`config.mk`:
```
export PLATFORM = sky130hd
export DESIGN_NAME = aaddl_top
export DESIGN_NICKNAME = d
export VERILOG_FILES = /design/src/core/aaddl_ptr_file.v /design/src/core/aaddl_alu.v /design/src/core/aaddl_top.v
export VERILOG_INCLUDE_DIRS = /design/src /design/src/core
export SDC_FILE = /design/constraint.sdc
export NUM_CORES = 1
export LEC_CHECK = 0
export BUFFER_PORTS_ARGS = -buffer_cell sky130_fd_sc_hd__buf_2
export CAP_MARGIN = 20
export CELL_PAD_IN_SITES_DETAIL_PLACEMENT = 1
export CELL_PAD_IN_SITES_GLOBAL_PLACEMENT = 1
export CORE_MARGIN = 2
export CORE_UTILIZATION = 45
export CTS_BUF_LIST = sky130_fd_sc_hd__clkbuf_4 sky130_fd_sc_hd__clkbuf_8
export DETAILED_ROUTE_END_ITERATION = 12
export MAX_ROUTING_LAYER = met4
export PLACE_DENSITY_LB_ADDON = 0.1
export SYNTH_ARGS = -nofsm -noshare
export SYNTH_HDL_FRONTEND = slang
export SYNTH_SLANG_ARGS = --single-unit
```
`constraint.sdc`:
```
create_clock -name clk -period 4.4 [get_ports clk]
set_clock_uncertainty 0.1 [all_clocks]
set_input_delay 0.66 -clock clk [delete_from_list [all_inputs] [get_ports clk]]
set_output_delay 0.66 -clock clk [all_outputs]
set_load 0.005 [all_outputs]
```
`src/core/aaddl_defs.vh`:
```
// aaddl_defs.vh: constants for the accumulator add and AND datapath.
// assumes inclusion by bare name from the datapath modules.
// Behaviour
// - add-with-carry sums accumulator, memory word and carry into accumulator
// - add-with-carry sets overflow and carry; saturation follows overflow mode
// - direct offset is 0..127 in page; next pointer index is 0..7
// - long immediate add shifts 16-bit constant, signed only in sign-extension mode
// - long immediate AND clears bits outside the shifted constant
// - long immediate AND always clears accumulator bit 31
// - long immediate AND combines bits 30..0 with shifted constant
// - memory AND ands low 16 accumulator bits with memory word
// - memory AND zeroes bits 31..16, independent of sign-extension mode
// - memory operand of add and variable-shift add sign-extended when mode set, else zero-extended
`ifndef AADDL_DEFS_VH
`define AADDL_DEFS_VH
`define AADDL_OP_ADD 4'h0
`define AADDL_OP_ADD_WITH_CARRY 4'h1
`define AADDL_OP_ADD_TO_HIGH_HALF 4'h2
`define AADDL_OP_ADD_NO_SIGN_EXTEND 4'h3
`define AADDL_OP_ADD_VARIABLE_SHIFT 4'h4
`define AADDL_OP_ADD_SHORT_IMMEDIATE 4'h5
`define AADDL_OP_ADD_LONG_IMMEDIATE 4'h6
`define AADDL_OP_ADD_TO_POINTER_IMMEDIATE 4'h7
`define AADDL_OP_AND 4'h8
`define AADDL_OP_AND_LONG_IMMEDIATE 4'h9
`define AADDL_A_CTRL 4'h0
`define AADDL_A_OPND 4'h4
`define AADDL_A_ACC 4'h8
`define AADDL_A_STAT 4'hc
`define AADDL_A_IRQ 5'h10
`define AADDL_A_MASK 5'h14
`define AADDL_A_PTR 5'h18
`define AADDL_A_TREG 5'h1c
`define AADDL_DMA_MAX 7'h7f
`define AADDL_ARP_MAX 3'h7
`define AADDL_SAT_POS 32'h7fffffff
`define AADDL_SAT_NEG 32'h80000000
`define AADDL_IRQ_DONE 0
`define AADDL_IRQ_OVF 1
`define AADDL_IRQ_CARRY 2
`endif

```
`src/core/aaddl_ptr_file.v`:
```
// aaddl_ptr_file.v: eight 16-bit index pointers with registered read.
// assumes one writer on the block clock.
`timescale 1ns/10ps
`include "aaddl_defs.vh"
module aaddl_ptr_file (
  clk,
  rst_n,
  we,
  waddr,
  wdata,
  raddr,
  rdata
);
  input wire clk;
  input wire rst_n;
  input wire we;
  input wire [2:0] waddr;
  input wire [15:0] wdata;
  input wire [2:0] raddr;
  output reg [15:0] rdata;
  reg [15:0] mem [0:7];
  genvar g;
  generate
    for (g = 0; g < 8; g = g + 1) begin : g_ent
      always @(posedge clk or negedge rst_n) begin
        if (!rst_n)
          mem[g] <= 16'h0000;
        else if (we && waddr == g)
          mem[g] <= wdata;
      end
    end
  endgenerate
  always @(posedge clk or negedge rst_n) begin
    if (!rst_n)
      rdata <= 16'h0000;
    else
      rdata <= mem[raddr];
  end
endmodule

```
`src/core/aaddl_alu.v`:
```
// aaddl_alu.v: combinational adder and AND unit for the accumulator.
// assumes operands are stable for the cycle they are applied.
`timescale 1ns/10ps
`include "aaddl_defs.vh"
module aaddl_alu (
  op,
  acc,
  mem_word,
  imm,
  shift,
  treg_low,
  carry_in,
  sign_extension_mode,
  overflow_saturate_mode,
  result,
  carry_out,
  ovf,
  upd_carry,
  upd_ovf
);
  input wire [3:0] op;
  input wire [31:0] acc;
  input wire [15:0] mem_word;
  input wire [15:0] imm;
  input wire [3:0] shift;
  input wire [3:0] treg_low;
  input wire carry_in;
  input wire sign_extension_mode;
  input wire overflow_saturate_mode;
  output reg [31:0] result;
  output reg carry_out;
  output reg ovf;
  output reg upd_carry;
  output reg upd_ovf;
  reg [31:0] ext;
  reg [31:0] opnd;
  reg [32:0] sum;
  reg cin;
  always @* begin
    ext = sign_extension_mode ? {{16{mem_word[15]}}, mem_word} : {16'h0000, mem_word};
    opnd = 32'h00000000;
    cin = 1'b0;
    upd_carry = 1'b1;
    upd_ovf = 1'b1;
    case (op)
      `AADDL_OP_ADD: opnd = ext << shift;
      `AADDL_OP_ADD_VARIABLE_SHIFT: opnd = ext << treg_low;
      `AADDL_OP_ADD_WITH_CARRY: begin
        opnd = {16'h0000, mem_word};
        cin = carry_in;
      end
      `AADDL_OP_ADD_TO_HIGH_HALF: begin
        opnd = {mem_word, 16'h0000};
        // upper-half add never raises the overflow flag or its event
        upd_ovf = 1'b0;
      end
      `AADDL_OP_ADD_NO_SIGN_EXTEND: opnd = {16'h0000, mem_word};
      `AADDL_OP_ADD_SHORT_IMMEDIATE: opnd = {24'h000000, imm[7:0]};
      `AADDL_OP_ADD_LONG_IMMEDIATE: opnd = (sign_extension_mode ? {{16{imm[15]}}, imm} : {16'h0000, imm}) << shift;
      default: begin
        upd_carry = 1'b0;
        upd_ovf = 1'b0;
      end
    endcase
    sum = {1'b0, acc} + {1'b0, opnd} + {32'h00000000, cin};
    ovf = (acc[31] == opnd[31]) && (sum[31] != acc[31]);
    carry_out = sum[32];
    result = sum[31:0];
    if (op == `AADDL_OP_ADD_TO_HIGH_HALF && !sum[32])
      carry_out = carry_in;
    if (ovf && overflow_saturate_mode)
      result = acc[31] ? `AADDL_SAT_NEG : `AADDL_SAT_POS;
    if (op == `AADDL_OP_AND)
      result = {16'h0000, acc[15:0] & mem_word};
    if (op == `AADDL_OP_AND_LONG_IMMEDIATE)
      result = acc & ({16'h0000, imm} << shift) & `AADDL_SAT_POS;
  end
endmodule

```
`src/core/aaddl_top.v`:
```
// aaddl_top.v: accumulator add/AND execution unit with Wishbone registers.
// assumes a classic Wishbone master on clk; the decoder writes opcodes via CTRL.
//
// Decided for this implementation: register access over Wishbone and the address map.
`timescale 1ns/10ps
`include "aaddl_defs.vh"
module aaddl_top (
  clk,
  rst_n,
  wb_cyc_i,
  wb_stb_i,
  wb_we_i,
  wb_adr_i,
  wb_sel_i,
  wb_dat_i,
  wb_dat_o,
  wb_ack_o,
  irq
);
  input wire clk;
  input wire rst_n;
  input wire wb_cyc_i;
  input wire wb_stb_i;
  input wire wb_we_i;
  input wire [7:0] wb_adr_i;
  input wire [3:0] wb_sel_i;
  input wire [31:0] wb_dat_i;
  output reg [31:0] wb_dat_o;
  output reg wb_ack_o;
  output reg irq;
  localparam S_IDLE = 3'b001;
  localparam S_FETCH = 3'b010;
  localparam S_EXEC = 3'b100;
  reg [2:0] state;
  reg [3:0] op;
  reg [3:0] shift;
  reg [6:0] dma;
  reg [2:0] pointer_select_index;
  reg [15:0] mem_word;
  reg [15:0] imm;
  reg [15:0] treg;
  reg [31:0] acc;
  reg carry;
  reg overflow_flag;
  reg sign_extension_mode;
  reg overflow_saturate_mode;
  reg [2:0] irq_stat;
  reg [2:0] irq_mask;
  wire [31:0] alu_res;
  wire alu_c;
  wire alu_v;
  wire upd_c;
  wire upd_v;
  wire [15:0] ptr_rd;
  wire req = wb_cyc_i && wb_stb_i && !wb_ack_o;
  wire wr = req && wb_we_i && wb_sel_i[0];
  wire start = wr && wb_adr_i == {4'h0, `AADDL_A_CTRL} && state == S_IDLE;
  wire ptr_we = state == S_EXEC && op == `AADDL_OP_ADD_TO_POINTER_IMMEDIATE;
  wire [15:0] ptr_sum = ptr_rd + {8'h00, imm[7:0]};
  wire [2:0] ev;
  assign ev[`AADDL_IRQ_DONE] = state == S_EXEC;
  assign ev[`AADDL_IRQ_OVF] = state == S_EXEC && upd_v && alu_v;
  assign ev[`AADDL_IRQ_CARRY] = state == S_EXEC && upd_c && alu_c;
  aaddl_alu u_alu (
    .op(op),
    .acc(acc),
    .mem_word(mem_word),
    .imm(imm),
    .shift(shift),
    .treg_low(treg[3:0]),
    .carry_in(carry),
    .sign_extension_mode(sign_extension_mode),
    .overflow_saturate_mode(overflow_saturate_mode),
    .result(alu_res),
    .carry_out(alu_c),
    .ovf(alu_v),
    .upd_carry(upd_c),
    .upd_ovf(upd_v)
  );
  aaddl_ptr_file u_ptr (
    .clk(clk),
    .rst_n(rst_n),
    .we(ptr_we),
    .waddr(pointer_select_index),
    .wdata(ptr_sum),
    .raddr(pointer_select_index),
    .rdata(ptr_rd)
  );
  always @(posedge clk or negedge rst_n) begin
    if (!rst_n) begin
      state <= S_IDLE;
      op <= 4'h0;
      shift <= 4'h0;
      dma <= 7'h00;
      pointer_select_index <= 3'h0;
      mem_word <= 16'h0000;
      imm <= 16'h0000;
      treg <= 16'h0000;
      acc <= 32'h00000000;
      carry <= 1'b0;
      overflow_flag <= 1'b0;
      sign_extension_mode <= 1'b0;
      overflow_saturate_mode <= 1'b0;
      irq_mask <= 3'h0;
    end else begin
      case (state)
        S_IDLE: if (start) state <= S_FETCH;
        S_FETCH: state <= S_EXEC;
        S_EXEC: begin
          state <= S_IDLE;
          if (op != `AADDL_OP_ADD_TO_POINTER_IMMEDIATE)
            acc <= alu_res;
          if (upd_c)
            carry <= alu_c;
          if (upd_v && alu_v && op != `AADDL_OP_ADD_TO_HIGH_HALF)
            overflow_flag <= 1'b1;
        end
        default: state <= S_IDLE;
      endcase
      if (wr && wb_adr_i == {4'h0, `AADDL_A_CTRL} && state == S_IDLE) begin
        op <= wb_dat_i[3:0];
        shift <= wb_dat_i[7:4];
        dma <= wb_dat_i[14:8] & `AADDL_DMA_MAX;
        pointer_select_index <= wb_dat_i[18:16] & `AADDL_ARP_MAX;
      end else if (wr && wb_adr_i == {4'h0, `AADDL_A_OPND} && state == S_IDLE) begin
        mem_word <= wb_dat_i[15:0];
        imm <= wb_dat_i[31:16];
      end else if (wr && wb_adr_i == {4'h0, `AADDL_A_ACC} && state == S_IDLE) begin
        acc <= wb_dat_i;
      end else if (wr && wb_adr_i == {4'h0, `AADDL_A_STAT} && state == S_IDLE) begin
        carry <= wb_dat_i[0];
        overflow_flag <= wb_dat_i[1];
        sign_extension_mode <= wb_dat_i[2];
        overflow_saturate_mode <= wb_dat_i[3];
      end else if (wr && wb_adr_i == {3'h0, `AADDL_A_MASK}) begin
        irq_mask <= wb_dat_i[2:0];
      end else if (wr && wb_adr_i == {3'h0, `AADDL_A_TREG}) begin
        treg <= wb_dat_i[15:0];
      end
    end
  end
  // set wins over write-one-to-clear
  always @(posedge clk or negedge rst_n) begin
    if (!rst_n)
      irq_stat <= 3'h0;
    else if (wr && wb_adr_i == {3'h0, `AADDL_A_IRQ})
      irq_stat <= (irq_stat & ~wb_dat_i[2:0]) | ev;
    else
      irq_stat <= irq_stat | ev;
  end
  always @(posedge clk or negedge rst_n) begin
    if (!rst_n)
      irq <= 1'b0;
    else
      irq <= |(irq_stat & irq_mask);
  end
  always @(posedge clk or negedge rst_n) begin
    if (!rst_n) begin
      wb_ack_o <= 1'b0;
      wb_dat_o <= 32'h00000000;
    end else begin
      wb_ack_o <= req;
      wb_dat_o <= 32'h00000000;
      if (req && !wb_we_i) begin
        if (wb_adr_i == {4'h0, `AADDL_A_CTRL})
          wb_dat_o <= {13'h0000, pointer_select_index, 1'b0, dma, shift, op};
        else if (wb_adr_i == {4'h0, `AADDL_A_OPND})
          wb_dat_o <= {imm, mem_word};
        else if (wb_adr_i == {4'h0, `AADDL_A_ACC})
          wb_dat_o <= acc;
        else if (wb_adr_i == {4'h0, `AADDL_A_STAT})
          wb_dat_o <= {27'h0000000, state != S_IDLE, overflow_saturate_mode, sign_extension_mode,
                       overflow_flag, carry};
        else if (wb_adr_i == {3'h0, `AADDL_A_IRQ})
          wb_dat_o <= {29'h00000000, irq_stat};
        else if (wb_adr_i == {3'h0, `AADDL_A_MASK})
          wb_dat_o <= {29'h00000000, irq_mask};
        else if (wb_adr_i == {3'h0, `AADDL_A_PTR})
          wb_dat_o <= {16'h0000, ptr_rd};
        else if (wb_adr_i == {3'h0, `AADDL_A_TREG})
          wb_dat_o <= {16'h0000, treg};
      end
    end
  end
endmodule

```
==> out/metrics.json <==
{
  "gp_congestion": 1.01,
  "dpl-instance-area_um2": 21500,
  "die_area_um2": 42200,
  "yosysTopAreaCellShare_pct": 39.5,
  "critical_path_required_ns": 4.79,
  "slowest_stage": "a221o_1",
  "met3_usage_pct": 5.84,
  "clkSinkCount": 289,
  "dominantRegCellSynth": "dfrtp_1",
  "sequential_share_of_the_synthesized_area_pct": 39.7,
  "hold_path_class": "in -> reg",
  "cellPowerDensity_nw_per_um2": 250,
  "via_per_inst": 6.09,
  "clock_path_buffers": 3,
  "cts.clk_slew.worst_paths_ns": 0.06,
  "global_route.usage.met2_pct": 63.4,
  "max-vdd-ir-drop_mv": 0.289,
  "dr_total_vias": 17600,
  "antenna_violations_before_repair": 1,
  "place.detailed.hpwl_um": 58400,
  "critical_path_peak_fanout": 9,
  "preCtsSetupSlack_ns": -0.675,
  "worst_setup_path_end_kind": "flip-flop",
  "timing.final.hold_violations": 0,
  "nets": 2418,
  "ys_seq_elements": 289,
  "port-buffer-count": 79,
  "global_route_layer_with_the_greatest_usage": "met2",
  "asyncSetResetFlopFracSynth_pct": 100,
  "dr.pass1.iters": 7,
  "drv_cap": 0,
  "outcome": "finished, violations left",
  "violations": "negative setup slack",
  "grt_pass1_wl_um": 117000,
  "clock_insertion_delay_worst_skew_ns": 0.66,
  "r2r_start": "op[0]",
  "cells_along_the_critical_path": "nor4bb_4 -> buf_6 -> buf_12 -> mux2i_4 -> mux2i_2 -> mux2i_1 -> buf_4 -> mux2i_4 -> a221o_1 -> ha_4 -> nand4_1 -> buf_4 -> buf_6 -> nor2_4 -> o21ai_4 -> a211oi_4 -> buf_12 -> nor4_4 -> buf_4 -> nand3b_4 -> buf_12 -> o21ai_4 -> a31oi_1",
  "grt_pass1_vias": 18800,
  "global_route.usage.total_pct": 38.6,
  "cp-start-kind": "flip-flop",
  "synth.cells.most_frequent": "nand2_1 (292), dfrtp_1 (288), o21ai_0 (187)",
  "cp_top_family": "buffers and inverters",
  "grt_remaining_overflow": 0,
  "post_synth_num_cell_types": 85,
  "grt_setup_unrepaired": "yes",
  "cellLeakagePower_nw": 10.8,
  "synth-edff-count": 0,
  "fin_hold_ws_ns": 0.129,
  "syn_avg_cell_area_um2": 9.39,
  "drive_gt1_share_pct": 34.0,
  "finalSetupViolCount": 36,
  "postSynthCellCount": 1942,
  "worst-r2r-setup-slack_ns": -0.57,
  "routed_wl_um": 78100,
  "netlist_top_cells_area": "dfrtp_1 (40%), mux2i_1 (7.6%), nand2_1 (6.0%)",
  "tritoncts": "done",
  "antenna_violating_nets_post_route": 0,
  "r2r.worst_path.cells": 23,
  "grt_start_max_net_pins": 111,
  "worst_slew_pin_slew_ns": 0.934,
  "final_critical_path_setup_slack_ns": -0.573,
  "syn-cell-area_um2": 18200,
  "first_iter_violations": 1414,
  "route.detailed.wl_per_inst_um": 27.0,
  "period_needed_ns": 4.97,
  "floorplan.io_pins": 83,
  "yosys_top_cell_by_area": "dfrtp_1",
  "synth_fp_nets": 2033,
  "floorplan.rows": 73,
  "number_of_buffers_created_by_cts": 52,
  "die_height_um": 205,
  "worstHoldPathCells": 2,
  "area_delta_synth_final_pct": 31.5,
  "synthesis.yosys.warnings": 0,
  "die_w_um": 205,
  "reg2reg_to": "acc[12]",
  "critical_path.n_buffers_inverters": 8,
  "final_area_um2": 24000,
  "initial_core_utilization_pct": 45.7,
  "globalRouteMet1Util_pct": 46.6,
  "design.core.area_um2": 39900,
  "final_min_period_over_clock_period_pct": 113,
  "arrival_time_of_data_at_the_critical_path_endpoint_ns": 5.36,
  "drt_drc_violations_left": 0,
  "synth_most_common_cell": "nand2_1",
  "cts_root_buf": "clkbuf_8",
  "timing.max_slew.rel_slack_pct": 37.7,
  "critPathKind": "reg -> reg",
  "critical-path-max-stage-delay_ns": 0.47,
  "worstHoldEndpoint": "imm[14]",
  "slew_viol_final": 0,
  "ctsHtreeMaxLevel": 2,
  "worst_hold_startpoint": "wb_dat_i[30]",
  "fmaxAchievable_mhz": 201
}
[cell families after synthesis]
group / count (synthesis) / share of synthesized area [%]
flip-flops: 289 / 39.7
multiplexers: 277 / 18.8
AO/OA/AOI/OAI: 545 / 18.2
XOR/XNOR: 40 / 1.92
adder cells (fa/ha/maj): 42 / 3.00
AND/OR/NAND/NOR: 584 / 14.7
buffers and inverters: 165 / 3.73
[registers in the layout, summed over array words and instances, names as in the netlist]
signal / flops
acc: 32
carry: 1
dma: 7
imm: 16
irq: 1
irq_mask: 3
irq_stat: 3
mem_word: 16
op: 4
overflow_flag: 1
overflow_saturate_mode: 1
pointer_select_index: 3
shift: 4
sign_extension_mode: 1
state: 3
treg: 16
u_ptr.mem: 128
u_ptr.rdata: 16
wb_ack_o: 1
wb_dat_o: 32
[worst reg2reg max path, delay by kind of cell, from the launching register on]
family	cells	cell delay (ns)
DFF	1	0.40
buffers and inverters	8	1.36
adders and majority gates	1	0.33
muxes	4	0.66
AOI/OAI and AO/OA	5	1.14
and+or+nand+nor	5	0.84
[metal layers]
metal / wire length (um) / share of wire [%] / vias to the layer above
li1: - / - / 7867
met1: 31400 / 40 / 8983
met2: 37800 / 48 / 586
met3: 4310 / 5.5 / 197
met4: 4550 / 5.8 / 0
met5: 0 / 0 / -
[final cells by class]
type / count / area (um2)
sequential: 289 / 7240
clock inverter: 11 / 150
fill: 4494 / 15900
antenna: 1 / 2.50
multi-input combinational: 1488 / 11100
inverter: 29 / 109
timing repair buffer: 467 / 3660
tap: 525 / 657
clock buffer: 86 / 1060
[cell usage in the layout, fill, tap and decap left out, drive strengths merged, types with 5 or more instances in the layout]
cell and n:
nor2 121, ha 39, a21o 8, o22ai 21
clkinv 6, or3 12, nand4 7, nand3b 5
o21a 13, nor3 17, and3 14, clkbuf 86
a22oi 29, nand2 294, mux4 43, o211ai 12
xor2 17, nand3 47, nand2b 14, nor2b 24
o31ai 13, nor3b 9, inv 29, or2 5
buf 466, a31oi 18, xnor2 23, a221o 5
dfrtp 288, mux2i 138, mux2 96, a211oi 12
a21oi 124, o221ai 15, o21ai 231
[repair_timing]
action / 4_1_cts / 5_1_grt
gates cloned: 2 / 0
hold buffers: 1 / 0
setup buffers: 34 / 26
pin swaps: 51 / 43
gates resized for setup: 89 / 77
endpoints found under the hold margin: 70 / 0
setup endpoints to repair: 36 / 36
[through the flow]
step                      setup TNS, ns  instances  total power [mW]  utilization [%]
after floorplan                 -0.0229       1942              2.87                -
after global placement           -15.57       2742              3.08             53.8
after detailed placement         -18.43       2742              3.09             53.8
after CTS                         -8.71       2873              6.04             58.7
after global routing             -20.56       2896              6.20             60.1
final                            -15.39       2896              6.00             60.1
[worst max path at each step]
stage	endpoint	depth (start not counted)	from
2_1_floorplan	acc[30]	19	op[3]
3_3_place_gp	acc[12]	22	op[0]
3_5_place_dp	acc[30]	18	op[0]
4_1_cts	acc[30]	19	op[3]
5_1_grt	acc[12]	23	op[0]
6_report	acc[12]	23	op[0]
[power breakdown]
group	switching (mW)	internal, mW	total, mW
registers	0.0170	2.67	2.68
clock network	1.22	1.70	2.92
logic	0.250	0.152	0.402
Power figures use the tool's default switching activity.
